### src/esm_cfg.svh
// constants of the exact-stop positioning monitor
`ifndef ESM_CFG_SVH
`define ESM_CFG_SVH

`define ESM_AXES 4
`define ESM_SPINDLE 3
// positioning alarm number 25080
`define ESM_ALARM_CODE 32'h000061f8
// timeout 5.0 s, held in milliseconds
`define ESM_POS_TIME_MS 32'h00001388
// interpolation cycle length in milliseconds
`define ESM_IPO_MS 32'h0000000c

`define ESM_OFS_CTRL 8'h00
`define ESM_OFS_TIME 8'h04
`define ESM_OFS_IPO 8'h08
`define ESM_OFS_STAT 8'h0c
`define ESM_OFS_CODE 8'h10
`define ESM_OFS_FLAGS 8'h14

`define ESM_CTRL_CLR 0
`define ESM_CTRL_APPLY 1
`define ESM_CTRL_FINE 2
`define ESM_ST_ALARM 0
`define ESM_ST_READY 1
`define ESM_ST_STOPPED 2
`define ESM_ST_DONE 3
`define ESM_ST_WAIT 8
`define ESM_FL_COARSE 0
`define ESM_FL_FINE 8

`define ESM_RESP_OK 2'h0
`define ESM_RESP_ERR 2'h2
`endif

### src/esm_pkg.sv
// types of the exact-stop positioning monitor
`include "esm_cfg.svh"
package esm_pkg;

  typedef enum logic {SUP_IDLE, SUP_WAIT} sup_e;

  typedef struct packed {
    logic ipo_end;
    logic ipo_active;
    logic in_coarse;
    logic in_fine;
    logic stopped;
  } axis_in_s;

  typedef struct packed {
    sup_e [`ESM_AXES-1:0] sup;
    logic [`ESM_AXES-1:0][31:0] elapsed;
    logic [31:0] time_pend;
    logic [31:0] time_act;
    logic [31:0] ipo_pend;
    logic [31:0] ipo_act;
    logic sel_fine;
    logic alarm;
    logic ready;
    logic stop;
    logic [`ESM_AXES-1:0] coarse;
    logic [`ESM_AXES-1:0] fine;
    logic all_stopped;
    logic blk_done;
    logic awready;
    logic wready;
    logic aw_held;
    logic w_held;
    logic [7:0] awaddr;
    logic [31:0] wdata;
    logic [3:0] wstrb;
    logic bvalid;
    logic [1:0] bresp;
    logic arready;
    logic rvalid;
    logic [31:0] rdata;
    logic [1:0] rresp;
  } state_s;

endpackage

### src/exact_stop_position_monitor.sv
// exact-stop positioning monitor with AXI4-Lite registers
//
// Decided for this implementation: the placing of the registers and the AXI4-Lite slave port.
`timescale 1ns/1ps
`include "esm_cfg.svh"
module exact_stop_position_monitor (
  input wire logic ref_clk,
  input wire logic rst,
  input wire logic ipo_tick,
  input wire logic blk_start,
  input wire logic exact_stop,
  input wire logic spindle_pos,
  input wire logic ctrl_reset,
  input wire esm_pkg::axis_in_s [`ESM_AXES-1:0] axis_in,
  output logic [`ESM_AXES-1:0] coarse_reached,
  output logic [`ESM_AXES-1:0] fine_reached,
  output logic all_stopped,
  output logic ctrl_ready,
  output logic stop_axes,
  output logic pos_alarm,
  output logic blk_done,
  input wire logic [7:0] awaddr,
  input wire logic awvalid,
  output logic awready,
  input wire logic [31:0] wdata,
  input wire logic [3:0] wstrb,
  input wire logic wvalid,
  output logic wready,
  output logic [1:0] bresp,
  output logic bvalid,
  input wire logic bready,
  input wire logic [7:0] araddr,
  input wire logic arvalid,
  output logic arready,
  output logic [31:0] rdata,
  output logic [1:0] rresp,
  output logic rvalid,
  input wire logic rready
);

  esm_pkg::state_s s;
  esm_pkg::state_s n;
  logic clr;
  logic apply;
  logic [`ESM_AXES-1:0] win_v;
  logic [`ESM_AXES-1:0] mon_v;
  logic [`ESM_AXES-1:0] wait_v;
  logic any_wait;
  logic all_in;

  ////////////////////////////////////////////////////////////////////////////
  // helpers

  function automatic logic known(input logic [7:0] a);
    return a == `ESM_OFS_CTRL || a == `ESM_OFS_TIME || a == `ESM_OFS_IPO ||
           a == `ESM_OFS_STAT || a == `ESM_OFS_CODE || a == `ESM_OFS_FLAGS;
  endfunction

  function automatic logic [31:0] merge(input logic [31:0] old,
                                        input logic [31:0] d,
                                        input logic [3:0] st);
    logic [31:0] r;
    r = old;
    for (int b = 0; b < 4; b++) begin
      if (st[b]) begin
        r[b*8 +: 8] = d[b*8 +: 8];
      end
    end
    return r;
  endfunction

  function automatic logic [31:0] rd_word(input logic [7:0] a,
                                          input esm_pkg::state_s c,
                                          input logic [`ESM_AXES-1:0] wv);
    logic [31:0] w;
    w = '0;
    case (a)
      `ESM_OFS_CTRL: w[`ESM_CTRL_FINE] = c.sel_fine;
      `ESM_OFS_TIME: w = c.time_pend;
      `ESM_OFS_IPO: w = c.ipo_pend;
      `ESM_OFS_STAT: begin
        w[`ESM_ST_ALARM] = c.alarm;
        w[`ESM_ST_READY] = c.ready;
        w[`ESM_ST_STOPPED] = c.all_stopped;
        w[`ESM_ST_DONE] = c.blk_done;
        w[`ESM_ST_WAIT +: `ESM_AXES] = wv;
      end
      `ESM_OFS_CODE: w = `ESM_ALARM_CODE;
      `ESM_OFS_FLAGS: begin
        w[`ESM_FL_COARSE +: `ESM_AXES] = c.coarse;
        w[`ESM_FL_FINE +: `ESM_AXES] = c.fine;
      end
      default: w = '0;
    endcase
    return w;
  endfunction

  function automatic esm_pkg::state_s rst_state();
    esm_pkg::state_s r;
    r = '0;
    r.time_pend = `ESM_POS_TIME_MS;
    r.time_act = `ESM_POS_TIME_MS;
    r.ipo_pend = `ESM_IPO_MS;
    r.ipo_act = `ESM_IPO_MS;
    r.ready = 1'b1;
    r.awready = 1'b1;
    r.wready = 1'b1;
    r.arready = 1'b1;
    return r;
  endfunction

  ////////////////////////////////////////////////////////////////////////////
  // per-axis window and supervision scope

  always_comb begin
    for (int i = 0; i < `ESM_AXES; i++) begin
      win_v[i] = s.sel_fine ? axis_in[i].in_fine : axis_in[i].in_coarse;
      wait_v[i] = s.sup[i] == esm_pkg::SUP_WAIT;
      mon_v[i] = (i != `ESM_SPINDLE) || spindle_pos;
    end
  end

  ////////////////////////////////////////////////////////////////////////////
  // next state

  always_comb begin
    logic [32:0] sum;
    logic to_any;
    logic done_all;
    sum = '0;
    to_any = 1'b0;
    done_all = 1'b1;
    n = s;
    clr = 1'b0;
    apply = 1'b0;

    // write channel: address and data taken in either order
    if (awvalid && s.awready) begin
      n.aw_held = 1'b1;
      n.awaddr = awaddr;
    end
    if (wvalid && s.wready) begin
      n.w_held = 1'b1;
      n.wdata = wdata;
      n.wstrb = wstrb;
    end
    if (s.bvalid && bready) begin
      n.bvalid = 1'b0;
    end
    if (s.aw_held && s.w_held && !s.bvalid) begin
      n.aw_held = 1'b0;
      n.w_held = 1'b0;
      n.bvalid = 1'b1;
      n.bresp = known(s.awaddr) ? `ESM_RESP_OK : `ESM_RESP_ERR;
      case (s.awaddr)
        `ESM_OFS_CTRL: begin
          if (s.wstrb[0]) begin
            clr = s.wdata[`ESM_CTRL_CLR];
            apply = s.wdata[`ESM_CTRL_APPLY];
            n.sel_fine = s.wdata[`ESM_CTRL_FINE];
          end
        end
        `ESM_OFS_TIME: n.time_pend = merge(s.time_pend, s.wdata, s.wstrb);
        `ESM_OFS_IPO: n.ipo_pend = merge(s.ipo_pend, s.wdata, s.wstrb);
        default: ;
      endcase
    end
    n.awready = !n.aw_held && !n.bvalid;
    n.wready = !n.w_held && !n.bvalid;

    // read channel
    if (s.rvalid && rready) begin
      n.rvalid = 1'b0;
    end
    if (arvalid && s.arready) begin
      n.rvalid = 1'b1;
      n.rdata = rd_word(araddr, s, wait_v);
      n.rresp = known(araddr) ? `ESM_RESP_OK : `ESM_RESP_ERR;
    end
    n.arready = !n.rvalid;

    // pending settings act only after apply
    if (apply) begin
      n.time_act = s.time_pend;
      n.ipo_act = s.ipo_pend;
    end

    for (int i = 0; i < `ESM_AXES; i++) begin
      sum = {1'b0, s.elapsed[i]} + {1'b0, s.ipo_act};
      if (blk_start) begin
        n.sup[i] = esm_pkg::SUP_IDLE;
        n.elapsed[i] = '0;
      end else begin
        unique case (s.sup[i])
          esm_pkg::SUP_IDLE: begin
            if (axis_in[i].ipo_end && exact_stop && mon_v[i] && !win_v[i]) begin
              n.sup[i] = esm_pkg::SUP_WAIT;
              n.elapsed[i] = '0;
            end
          end
          esm_pkg::SUP_WAIT: begin
            if (win_v[i]) begin
              n.sup[i] = esm_pkg::SUP_IDLE;
              n.elapsed[i] = '0;
            end else if (ipo_tick) begin
              if (sum >= {1'b0, s.time_act}) begin
                to_any = 1'b1;
                n.sup[i] = esm_pkg::SUP_IDLE;
                n.elapsed[i] = '0;
              end else begin
                n.elapsed[i] = sum[31:0];
              end
            end
          end
        endcase
      end
      // coarse flag, also when interpolator idle
      n.coarse[i] = axis_in[i].in_coarse || ctrl_reset || !axis_in[i].ipo_active;
      // fine flag, same terms on fine window
      n.fine[i] = axis_in[i].in_fine || ctrl_reset || !axis_in[i].ipo_active;
      done_all = done_all && (win_v[i] || !mon_v[i]);
    end

    n.blk_done = done_all;
    n.all_stopped = &{axis_in[3].stopped, axis_in[2].stopped,
                      axis_in[1].stopped, axis_in[0].stopped};
    // alarm wins over a same-cycle clear
    n.alarm = to_any || (s.alarm && !clr);
    n.ready = !n.alarm;
    n.stop = n.alarm;
  end

  always_ff @(posedge ref_clk) begin
    if (rst) begin
      s <= rst_state();
    end else begin
      s <= n;
    end
  end

  ////////////////////////////////////////////////////////////////////////////
  // outputs

  assign coarse_reached = s.coarse;
  assign fine_reached = s.fine;
  assign all_stopped = s.all_stopped;
  assign ctrl_ready = s.ready;
  assign stop_axes = s.stop;
  assign pos_alarm = s.alarm;
  assign blk_done = s.blk_done;
  assign awready = s.awready;
  assign wready = s.wready;
  assign bvalid = s.bvalid;
  assign bresp = s.bresp;
  assign arready = s.arready;
  assign rvalid = s.rvalid;
  assign rdata = s.rdata;
  assign rresp = s.rresp;

  ////////////////////////////////////////////////////////////////////////////
  // checks

  // plain helper nets so that the checks below sample signals, not expressions
  assign any_wait = |wait_v;
  assign all_in = &(win_v | ~mon_v);

  for (genvar g = 0; g < `ESM_AXES; g++) begin : g_chk

  end
endmodule // exact_stop_position_monitor

### config.mk
export PLATFORM = sky130hd
export DESIGN_NAME = exact_stop_position_monitor
export DESIGN_NICKNAME = d
export VERILOG_FILES = /design/src/esm_pkg.sv /design/src/exact_stop_position_monitor.sv
export VERILOG_INCLUDE_DIRS = /design/src
export SDC_FILE = /design/constraint.sdc
export NUM_CORES = 1
export LEC_CHECK = 0
export BUFFER_PORTS_ARGS = -buffer_cell sky130_fd_sc_hd__buf_2
export CAP_MARGIN = 40
export CORE_UTILIZATION = 29
export CTS_BUF_LIST = sky130_fd_sc_hd__clkbuf_16
export CTS_CLUSTER_DIAMETER = 100
export DETAILED_ROUTE_END_ITERATION = 8
export PLACE_DENSITY = 0.51
export SYNTH_ARGS = -nofsm -noshare
export SYNTH_HDL_FRONTEND = slang
export SYNTH_SLANG_ARGS = --single-unit
### constraint.sdc
create_clock -name ref_clk -period 13.1 [get_ports ref_clk]
set_clock_uncertainty 0.05 [all_clocks]
set_input_delay 0.655 -clock ref_clk [delete_from_list [all_inputs] [get_ports ref_clk]]
set_output_delay 0.655 -clock ref_clk [all_outputs]
set_load 0.03 [all_outputs]
==> results.md, run 1 <==
- Drt pass-1 iters: 7
- Die H: 281 um
- Post-synth ARST share: 0
- Setup crit start kind: flip-flop
- Int Power: 1.78 mW
- Pre-CTS setup slack: 6.72 ns
- Root buffer cell: clkbuf_16
- Post-layout minimum cycle time: 6.50 ns
- I/O pins: 138
- Reg clk slew, reported paths: 0.06 ns
- Vias post-DR: 20156
- Placed insts: 3766
- Routability cong.: 0.865
- Most frequent cells in the layout: dfxtp_1, nor2_1, nand2_1
- Initial Util: 0.295
- Vias in the first global route: 19479
- Worst R2R Path Depth: 20
- CTS sink cnt: 358
- Nets@finish: 3124
- Clk_lat worst skew: 0.59 ns
- FP Rows: 101
- Slew headroom: 0.366
- Crit end category: flip-flop
- Post-Layout Cell Count: 3839
- Switching Fraction: 0.250
- Core area: 0.0765 sq mm
- WP data arrival: 6.91 ns
- Layout area overhead: 12.1%
- # H-tree levels: 2
- WHS Path Cells: 3
- Synthesis Warnings: 0
- Final TNS setup: 0 ns
- Inserted Diodes: 0
- DRC errors left: 0
- Setup Viol. Count Final: 0
- Static leakage: 10.9 nW
- Fin. Hold Viols: 0
- Syn Area/Cell: 8.20 sq um
- Hold Buf Count CTS: 0
- RSZ-0062 raised after global routing: false
- 1st-iter DRT viols: 1192
- Sequential Power Share: 0.470
- Die W: 281 um
- Postcts setup bufs: 0
- Largest net degree at the start of global routing: 83
- Power share of the combinational group: 0.045
- Outcome: finished clean
- Drt via density: 5.25
- GRT Total Usage: 0.178
- Die ar.: 0.0789 sq mm
- Distinct cells, synth: 78
- Max-slew violations: 0
- Port Buffer Count: 135
- Routed WL: 71100 um
- Leading cell type in the layout, fill and taps excluded: dfxtp_1
- Post-CTS Resized: 0
- GR Overflow Total: 0
- Clock Path Buffers: 3
- Gate count after technology mapping: 2751
- Maximum VDD drop: 0.115 mV
- Share of post-route cells with drive strength above 1: 0.0869
- DP HPWL: 54200 um
- Post-synthesis sequential area ratio: 0.318
- Fmax: 154 MHz
- Final Cycle Share: 0.496
- Post-synth top flop: dfxtp_1
- Finished Core Util: 0.331
- Worst hold path class: in2reg
- Number of nets with antenna violations after routing: 0
- WP data required: 13.51 ns
- Yosys reg bits: 358
- First-pass GRT wire length: 111000 um
- Hold_ws: 0.245 ns
- Total CTS buffers: 42
- Power Density: 94.0 mW/mm^2
- Layout fillers: 8147
- Max-Cap Viols: 0
- Post-synth EDFFs: 0
- CTS tree: yes
- Netlist Area Pre-Place: 0.0225 sq mm
- Wirelength per Cell: 18.5 um
- NetSw: 0.595 mW
- Worst setup margin: 6.60 ns
- Initial antenna violation count: 3
- Clk pwr share: 0.485
- Slew @ Worst Pin: 0.948 ns
- Crit-path max FO: 5
- CP Class: reg2reg
## cell type report
cell class	instances	area (sq um)	share of cell area
clock inverter	31	258	0.0102
timing repair buffer	159	901	0.0356
sequential	358	7170	0.284
inverter	64	240	0.00950
tap	1030	1290	0.0510
clock buffer	42	1050	0.0416
multi-input combinational	2155	14400	0.569
## worst max-delay path, cell delays in order (launching register included)
cell and delay [ns]:
dfxtp_1 0.37, ha_1 0.26, fa_1 0.46, a211oi_1 0.40, o211ai_1 0.19, a41o_1 0.33, o311ai_1 0.43, a31o_2 0.27
a21oi_1 0.15, mux2i_1 0.16, a211oi_1 0.39, ha_1 0.32, a21oi_1 0.12, o21ai_0 0.10, a2111oi_0 0.65, o211ai_1 0.18
a21oi_1 0.15, a221o_1 0.18, nor3b_1 0.78, nor2_1 0.08, a2111oi_0 0.37
## layer usage
metal | global-route usage | part of all wire | up-vias
met3 | 0.0225 | 0.046 | 89
met4 | 0.0433 | 0.020 | 4
met5 | 0 | 0.00028 | -
li1 | - | - | 10040
met2 | 0.298 | 0.46 | 472
met1 | 0.240 | 0.47 | 9551
## cell families (layout without fill, tap and decap cells)
family                     Yosys count  after routing  synth area share
buffers and inverters              239            296            0.0477
DFF                                358            358             0.318
adders and majority gates          260            260             0.146
muxes                               68             68            0.0304
xor gates and xnor gates           107            107            0.0416
AOI/OAI and AO/OA                  814            814             0.239
other                                1              2          0.000166
and+or+nand+nor                    904            904             0.177
## stage by stage
step | instance area, sq um | total power [mW]
2_1_floorplan | 22600 | 1.21
3_5_place_dp | 24000 | 1.25
4_1_cts | 25300 | 2.41
6_report | 25300 | 2.38
5_1_grt | 25300 | 2.46
3_3_place_gp | 23900 | 1.25
## registers in the layout (all words and copies together) (netlist names)
name	cells
bvalid	1
all_stopped	1
bresp	1
blk_done	1
rdata	32
rvalid	1
ctrl_ready	1
wready	1
fine_reached	4
stop_axes	1
coarse_reached	4
s	307
arready	1
rresp	1
awready	1
## synth_stat cells, types with 35 or more instances
cell,count,area [sq um]
a21oi_1,277,1390
buf_4,45,338
ha_1,256,3200
a22oi_1,123,923
a21o_1,58,435
xor2_1,35,307
mux2i_1,64,641
clkbuf_1,118,443
o21ai_0,89,445
nor2_1,354,1330
dfxtp_1,358,7170
nand4_1,39,244
inv_1,64,240
xnor2_1,72,631
nand2_1,306,1150
nand3_1,50,250
## power groups by stage
| stage | registers [mW] | logic (mW) | clock network (mW) |
|---|---|---|---|
| floorplan | 1.14 | 0.0673 | 0 |
| global placement | 1.14 | 0.107 | 0 |
| detailed placement | 1.14 | 0.109 | 0 |
| CTS | 1.12 | 0.109 | 1.18 |
| global route | 1.12 | 0.118 | 1.22 |
| finish | 1.12 | 0.107 | 1.15 |
## worst paths after layout
check                            from                      to  slack, ns
setup / recovery  s[101]$_SDFFE_PP0P_       s[360]$_SDFF_PP0_       6.60
hold / removal             axis_in[5]  all_stopped$_SDFF_PP0_       0.24
setup reg to reg  s[101]$_SDFFE_PP0P_       s[360]$_SDFF_PP0_       6.60
hold reg to reg   s[180]$_SDFFE_PP0P_     s[180]$_SDFFE_PP0P_       0.40
Power figures use the tool's default switching activity.
==> inputs of run 2 (changes only) <==
--- a/config.mk
+++ b/config.mk
@@ -6,13 +6,14 @@
 export SDC_FILE = /design/constraint.sdc
 export NUM_CORES = 1
 export LEC_CHECK = 0
+export ABC_AREA = 1
 export BUFFER_PORTS_ARGS = -buffer_cell sky130_fd_sc_hd__buf_2
 export CAP_MARGIN = 40
 export CORE_UTILIZATION = 29
 export CTS_BUF_LIST = sky130_fd_sc_hd__clkbuf_16
 export CTS_CLUSTER_DIAMETER = 100
 export DETAILED_ROUTE_END_ITERATION = 8
-export PLACE_DENSITY = 0.51
+export PLACE_DENSITY = 0.53
 export SYNTH_ARGS = -nofsm -noshare
 export SYNTH_HDL_FRONTEND = slang
 export SYNTH_SLANG_ARGS = --single-unit
==> constraint.sdc (replaced) <==
create_clock -name ref_clk -period 5.9 [get_ports ref_clk]
set_clock_uncertainty 0.05 [all_clocks]
set_input_delay 0.295 -clock ref_clk [delete_from_list [all_inputs] [get_ports ref_clk]]
set_output_delay 0.295 -clock ref_clk [all_outputs]
set_load 0.03 [all_outputs]
==> run 2 against run 1 <==
Area after synthesis grew 3.1%; combinational power grew to 3.0 times the previous value; register-to-register slack lost 5.6 ns; non-clock buffer count grew 74; die area grew 3.0%; cell count grew 17%; final area grew 5.7%; count of clock-buffer cells in the layout grew 2; critical endpoint is now s[253]$_SDFFE_PP0P_; largest power group unchanged; highest routed layer is now met4.
==> results.md, run 2 <==
- Outcome: finished clean (unchanged)
- Final TNS setup: 0 ns (unchanged)
- Setup Viol. Count Final: 0 (unchanged)
- Routed WL: 77200 um (was 71100 um)
- Inserted Diodes: 0 (unchanged)
- GR Overflow Total: 0 (unchanged)
- Synthesis Warnings: 0 (unchanged)
- Fmax: 206 MHz (was 154 MHz)
- Reg-to-reg critical path endpoint: s[253]$_SDFFE_PP0P_ (was s[360]$_SDFF_PP0_)
- Die W: 285 um (was 281 um)
- Port Buffer Count: 135 (unchanged)
- Post-synthesis sequential area ratio: 0.308 (was 0.318)
- Power Density: 202 mW/mm^2 (was 94.0 mW/mm^2)
- Origin of the critical flop-to-flop path: s[103]$_SDFFE_PP1P_ (was s[101]$_SDFFE_PP0P_)
- WP data required: 6.34 ns (was 13.51 ns)
- Vias in the first global route: 21064 (was 19479)
- Max-Cap Viols: 0 (unchanged)
- Switching Fraction: 0.256 (was 0.250)
- # H-tree levels: 2 (unchanged)
- Leading cell type in the layout, fill and taps excluded: nand2_1 (was dfxtp_1)
- R2R Setup Slk: 1.05 ns (was 6.60 ns)
- CP Class: reg2reg (unchanged)
- Post-synth top flop: dfxtp_1 (unchanged)
- Crit-path max FO: 32 (was 5)
- Reg clk slew, reported paths: 0.06 ns (about the same)
- Final Cycle Share: 0.823 (was 0.496)
- Worst R2R Path Depth: 21 (was 20)
- Crit path launch: s[103]$_SDFFE_PP1P_ (was s[101]$_SDFFE_PP0P_)
- Top cell type by total area after synthesis: dfxtp_1 (unchanged)
- GRT Total Usage: 0.186 (was 0.178)
- Sequential Power Share: 0.461 (was 0.470)
- Post-Layout Cell Count: 4486 (was 3839)
- Drt pass-1 iters: 5 (was 7)
- Syn Area/Cell: 7.10 sq um (was 8.20 sq um)
- Largest register FFs: 307 (unchanged)
- WP data arrival: 5.29 ns (was 6.91 ns)
- Total CTS buffers: 44 (was 42)
- Crit end category: flip-flop (unchanged)
- CTS sink cnt: 358 (unchanged)
- Netlist Area Pre-Place: 0.0232 sq mm (was 0.0225 sq mm)
- Worst hold path class: in2reg (unchanged)
- Vias post-DR: 21924 (was 20156)
- Postcts setup bufs: 0 (unchanged)
- Gate count after technology mapping: 3272 (was 2751)
- Post-synth top cells: nand2_1, a21oi_1, dfxtp_1 (was dfxtp_1, nor2_1, nand2_1)
- 1st-iter DRT viols: 1477 (was 1192)
- Largest net degree at the start of global routing: 72 (was 83)
- DRC errors left: 0 (unchanged)
- Post-synth EDFFs: 0 (unchanged)
- Routability cong.: 0.910 (was 0.865)
- Setup crit start kind: flip-flop (unchanged)
- Clk pwr share: 0.479 (was 0.485)
- Slew @ Worst Pin: 0.829 ns (was 0.948 ns)
- NetSw: 1.38 mW (was 0.595 mW)
- Int Power: 4.02 mW (was 1.78 mW)
- Most frequent cells in the layout: nand2_1, a21oi_1, dfxtp_1 (was dfxtp_1, nor2_1, nand2_1)
- Core area: 0.0791 sq mm (was 0.0765 sq mm)
- First-pass GRT wire length: 120000 um (was 111000 um)
- Share of post-route cells with drive strength above 1: 0.0824 (was 0.0869)
- Static leakage: 12.0 nW (was 10.9 nW)
- Layout area overhead: 15.0% (was 12.1%)
- DP HPWL: 60100 um (was 54200 um)
- Post-synth ARST share: 0 (unchanged)
- FP Rows: 103 (was 101)
- Area contributors post-synth: dfxtp_1, ha_1, nand2_1 (was dfxtp_1, ha_1, a21oi_1)
- RSZ-0062 raised after global routing: false (unchanged)
- Drt via density: 4.89 (was 5.25)
- Yosys reg bits: 358 (unchanged)
- I/O pins: 138 (unchanged)
- Wirelength per Cell: 17.2 um (was 18.5 um)
- Die H: 285 um (was 281 um)
- Maximum VDD drop: 0.201 mV (was 0.115 mV)
- Post-layout minimum cycle time: 4.85 ns (was 6.50 ns)
- Most common cell in the netlist: nand2_1 (was dfxtp_1)
- Root buffer cell: clkbuf_16 (unchanged)
- Initial Util: 0.294 (was 0.295)
- Max-slew violations: 0 (unchanged)
- Number of nets with antenna violations after routing: 0 (unchanged)
- Placed insts: 4343 (was 3766)
- Area share of the largest cell type after synthesis: 0.308 (was 0.318)
- Clock Path Buffers: 3 (unchanged)
- Nets@finish: 3747 (was 3124)
- Power share of the combinational group: 0.060 (was 0.045)
- Fin. Hold Viols: 0 (unchanged)
- CTS tree: yes (unchanged)
- Clk_lat worst skew: 0.60 ns (was 0.59 ns)
- Distinct cells, synth: 58 (was 78)
- Die ar.: 0.0813 sq mm (was 0.0789 sq mm)
- Slew headroom: 0.444 (was 0.366)
- Worst Setup EP: s[253]$_SDFFE_PP0P_ (was s[360]$_SDFF_PP0_)
- Most flops, register: s (unchanged)
- WHS Path Cells: 3 (unchanged)
- Initial antenna violation count: 0 (was 3)
[run 2: changes by cell type after synthesis, moves of 40 or more]
cell and change:
mux2i_1 -64, a21oi_1 +217, inv_1 +282, nor2_1 -91, a22oi_1 -123, nand2_1 +356, o21ai_0 +161, nand3_1 +47
a21o_1 -40
[run 2: final cells by class]
cell class / count / area, sq um
fill: 8671 / 52400
multi-input combinational: 2418 / 14000
sequential: 358 / 7170
timing repair buffer: 233 / 1620
tap: 1050 / 1310
inverter: 348 / 1310
clock buffer: 44 / 1100
clock inverter: 35 / 239
[run 2: repair_timing]
item / in CTS / in global routing
resized for setup: 0 / 0
hold buffers: 64 / 0
endpoints found under the hold margin: 61 / 0
[run 2: worst min-delay path by stage]
stage | start | to | slack (ns)
floorplan | axis_in[3] | fine_reached[0]$_SDFF_PP0_ | 0.34
global placement | s[358]$_SDFF_PP0_ | s[358]$_SDFF_PP0_ | 0.37
detailed placement | s[358]$_SDFF_PP0_ | s[358]$_SDFF_PP0_ | 0.38
CTS | exact_stop | s[360]$_SDFF_PP0_ | 0.003
global route | exact_stop | s[360]$_SDFF_PP0_ | 0.03
finish | exact_stop | s[360]$_SDFF_PP0_ | 0.03
[run 2: power groups by stage]
| stage | Sequential, mW | Combinational [mW] | Clock (mW) |
|---|---|---|---|
| 3_3_place_gp | 2.54 | 0.287 | 0 |
| 4_1_cts | 2.49 | 0.326 | 2.66 |
| 2_1_floorplan | 2.54 | 0.180 | 0 |
| 6_report | 2.49 | 0.323 | 2.58 |
| 3_5_place_dp | 2.54 | 0.292 | 0 |
| 5_1_grt | 2.49 | 0.357 | 2.75 |
[run 2: cells by family after synthesis]
| group | Yosys count | synth area share |
|---|---|---|
| xor+xnor | 119 | 0.0461 |
| buf+inv | 497 | 0.0907 |
| other cells | 1 | 0.000161 |
| compound gates | 908 | 0.214 |
| flops | 358 | 0.308 |
| simple gates | 1129 | 0.199 |
| fa+ha+maj | 260 | 0.141 |
[run 2: through the flow]
stage / area, sq um / power, mW / utilization / hold slack [ns] / setup WS (ns)
6_report: 26700 / 5.39 / 0.338 / 0.0309 / 1.05
3_3_place_gp: 24700 / 2.83 / 0.312 / 0.367 / 1.17
3_5_place_dp: 24700 / 2.83 / 0.313 / 0.377 / 1.15
5_1_grt: 26700 / 5.60 / 0.338 / 0.0304 / 0.713
4_1_cts: 26700 / 5.47 / 0.338 / 0.00260 / 1.09
2_1_floorplan: 23200 / 2.72 / - / 0.341 / 2.32
[run 2: critical path: stages (launching register included)]
cell and delay [ns]:
dfxtp_1 0.50, ha_1 0.35, a21oi_1 0.31, inv_1 0.07, a31oi_1 0.42, o211ai_2 0.25, a21oi_1 0.45, inv_1 0.08
nand4_1 0.08, nand2_1 0.06, xor2_1 0.33, ha_1 0.31, nand2_1 0.10, inv_1 0.05, a221oi_1 0.28, nand2_1 0.09
nand2_1 0.07, nand2_2 0.15, nor2_4 0.11, buf_4 0.39, nand2_1 0.10, a21oi_1 0.15
[run 2: per-layer routing]
metal / global-route usage / part of all wire
met1: 0.262 / 0.49
met2: 0.302 / 0.45
met3: 0.0238 / 0.047
met4: 0.0401 / 0.018
met5: 0 / 0
==> inputs of run 3 (changes only) <==
==> constraint.sdc (replaced) <==
create_clock -name ref_clk -period 4.2 [get_ports ref_clk]
set_clock_uncertainty 0.05 [all_clocks]
set_input_delay 0.21 -clock ref_clk [delete_from_list [all_inputs] [get_ports ref_clk]]
set_output_delay 0.21 -clock ref_clk [all_outputs]
set_load 0.03 [all_outputs]
==> run 3 against run 2 <==
Non-clock buffer count up 255; largest power group unchanged; core utilization up 5.5 points; register-to-register slack worse by 1.0 ns; highest routed layer unchanged; critical endpoint is now s[303]$_SDFFE_PP0P_; global-route usage up 0.70 points.
==> results.md, run 3 (same netlist as run 2, synthesis figures left out) <==
- Outcome: finished clean (unchanged)
- Origin of the critical flop-to-flop path: s[101]$_SDFFE_PP0P_ (was s[103]$_SDFFE_PP1P_)
- Die H: 285 um (unchanged)
- # H-tree levels: 2 (unchanged)
- Clk_lat worst skew: 0.60 ns (about the same)
- Max-Cap Viols: 0 (unchanged)
- Nets@finish: 4002 (was 3747)
- Setup crit start kind: flip-flop (unchanged)
- Clock Path Buffers: 3 (unchanged)
- Die W: 285 um (unchanged)
- Worst hold path class: in2reg (unchanged)
- Drt via density: 4.92 (was 4.89)
- CP top delay family: simple AND/OR/NAND/NOR gates (was compound AO/OA/AOI/OAI gates)
- Slew @ Worst Pin: 0.823 ns (was 0.829 ns)
- Fmax: 239 MHz (was 206 MHz)
- Setup Viol. Count Final: 0 (unchanged)
- NetSw: 1.99 mW (was 1.38 mW)
- Drt pass-1 iters: 5 (unchanged)
- I/O pins: 138 (unchanged)
- CP Class: reg2reg (unchanged)
- Overall power: 7.84 mW (was 5.39 mW)
- Int Power: 5.85 mW (was 4.02 mW)
- Max-slew violations: 0 (unchanged)
- Post-layout minimum cycle time: 4.18 ns (was 4.85 ns)
- Initial Util: 0.294 (unchanged)
- Initial antenna violation count: 2 (was 0)
- DP HPWL: 62200 um (was 60100 um)
- CTS tree: yes (unchanged)
- Switching Fraction: 0.254 (was 0.256)
- Delay of the slowest critical-path stage: 0.39 ns (was 0.50 ns)
- Sequential Power Share: 0.446 (was 0.461)
- Maximum VDD drop: 0.388 mV (was 0.201 mV)
- CP dominant cell by count: nand2_2 (was nand2_1)
- Crit-path max FO: 8 (was 32)
- Slew headroom: 0.451 (was 0.444)
- Power share of the combinational group: 0.060 (about the same)
- Final TNS setup: 0 ns (unchanged)
- Total CTS buffers: 44 (unchanged)
- 1st-iter DRT viols: 1395 (was 1477)
- Largest register FFs: 307 (unchanged)
- Static leakage: 14.3 nW (was 12.0 nW)
- Routed WL: 83300 um (was 77200 um)
- Port Buffer Count: 135 (unchanged)
- Vias post-DR: 23320 (was 21924)
- Final Cycle Share: 0.996 (was 0.823)
- Min-delay src: exact_stop (unchanged)
- Reg clk slew, reported paths: 0.06 ns (about the same)
- Power Density: 252 mW/mm^2 (was 202 mW/mm^2)
- Routability cong.: 0.920 (was 0.910)
- RSZ-0062 raised after global routing: true (was false)
- Share of post-route cells with drive strength above 1: 0.238 (was 0.0824)
- Largest net degree at the start of global routing: 120 (was 72)
- FP Rows: 103 (unchanged)
- R2R Setup Slk: 0.02 ns (was 1.05 ns)
- Leading cell type in the layout, fill and taps excluded: nand2_1 (unchanged)
- Root buffer cell: clkbuf_16 (unchanged)
- WP data required: 4.67 ns (was 6.34 ns)
- Core area: 0.0791 sq mm (unchanged)
- GRT Total Usage: 0.193 (was 0.186)
- Most frequent cells in the layout: nand2_1, a21oi_1, dfxtp_1 (unchanged)
- Clk pwr share: 0.494 (was 0.479)
- Vias in the first global route: 22135 (was 21064)
- GR Overflow Total: 0 (unchanged)
- Wirelength per Cell: 17.6 um (was 17.2 um)
- Number of nets with antenna violations after routing: 0 (unchanged)
- DRC errors left: 0 (unchanged)
- WP data arrival: 4.66 ns (was 5.29 ns)
- First-pass GRT wire length: 124000 um (was 120000 um)
- Crit path launch: s[101]$_SDFFE_PP0P_ (was s[103]$_SDFFE_PP1P_)
- Slowest-stage cell, CP: fa_2 (was dfxtp_1)
- Crit end category: flip-flop (unchanged)
- Die ar.: 0.0813 sq mm (unchanged)
- Layout area overhead: 33.7% (was 15.0%)
- Buf+Inv Stages, Crit Path: 4 (unchanged)
- Fin. Hold Viols: 0 (unchanged)
- CTS sink cnt: 358 (unchanged)
- Most flops, register: s (unchanged)
==> run 3: what timing repair did <==
item / 4_1_cts / 5_1_grt
setup buffers: 4 / 33
pin swaps: 2 / 156
gates cloned: 1 / 8
endpoints found under the hold margin: 67 / 0
gates resized for setup: 14 / 449
setup endpoints to repair: 51 / 134
hold buffers: 72 / 0
==> run 3: worst min-delay path: stages <==
cell	delay [ns]
buf_2	0.13
nand3_1	0.09
nor2_1	0.05
inv_1	0.07
a21oi_1	0.06
==> run 3: stage by stage <==
step,hold slack (ns),setup slack (ns),util,std cells,instance area [sq um]
final,0.0296,0.0159,0.393,4742,31100
after global routing,0.0567,-0.188,0.393,4741,31100
after global placement,0.366,-0.0784,0.334,4545,26400
after floorplan,0.256,0.620,-,3273,23200
after CTS,0.00511,0.00141,0.363,4701,28700
after detailed placement,0.365,-0.178,0.334,4545,26400
==> run 3: final cells by class <==
class                   count  area (sq um)
fillers                  8388         48100
clock inverters            35           340
well taps                1050          1310
diodes                      1          2.50
inverters                 348          1320
multi-input cells        2418         15900
clock buffers              44          1100
flip-flops and latches    358          7180
repair buffers            488          3920
==> run 3: final timing paths <==
path,to,depth (start not counted)
max reg2reg,s[303]$_SDFFE_PP0P_,28
min reg2reg,s[358]$_SDFF_PP0_,1
min,s[357]$_SDFF_PP0_,5
max,s[303]$_SDFFE_PP0P_,28
==> run 3: power groups by stage <==
stage               clock network [mW]  logic [mW]  registers, mW
floorplan                            0       0.252           3.57
global placement                     0       0.410           3.57
detailed placement                   0       0.410           3.57
CTS                               3.96       0.463           3.49
global route                      4.11       0.525           3.50
finish                            3.87       0.473           3.49
==> run 3: routing by layer <==
metal  GRT usage  routed length, um  vias up
li1            -                  -    11722
met1       0.272              39600    10904
met2       0.316              37600      562
met3      0.0200               4010      132
met4      0.0439               2090        0
met5           0                  0        -
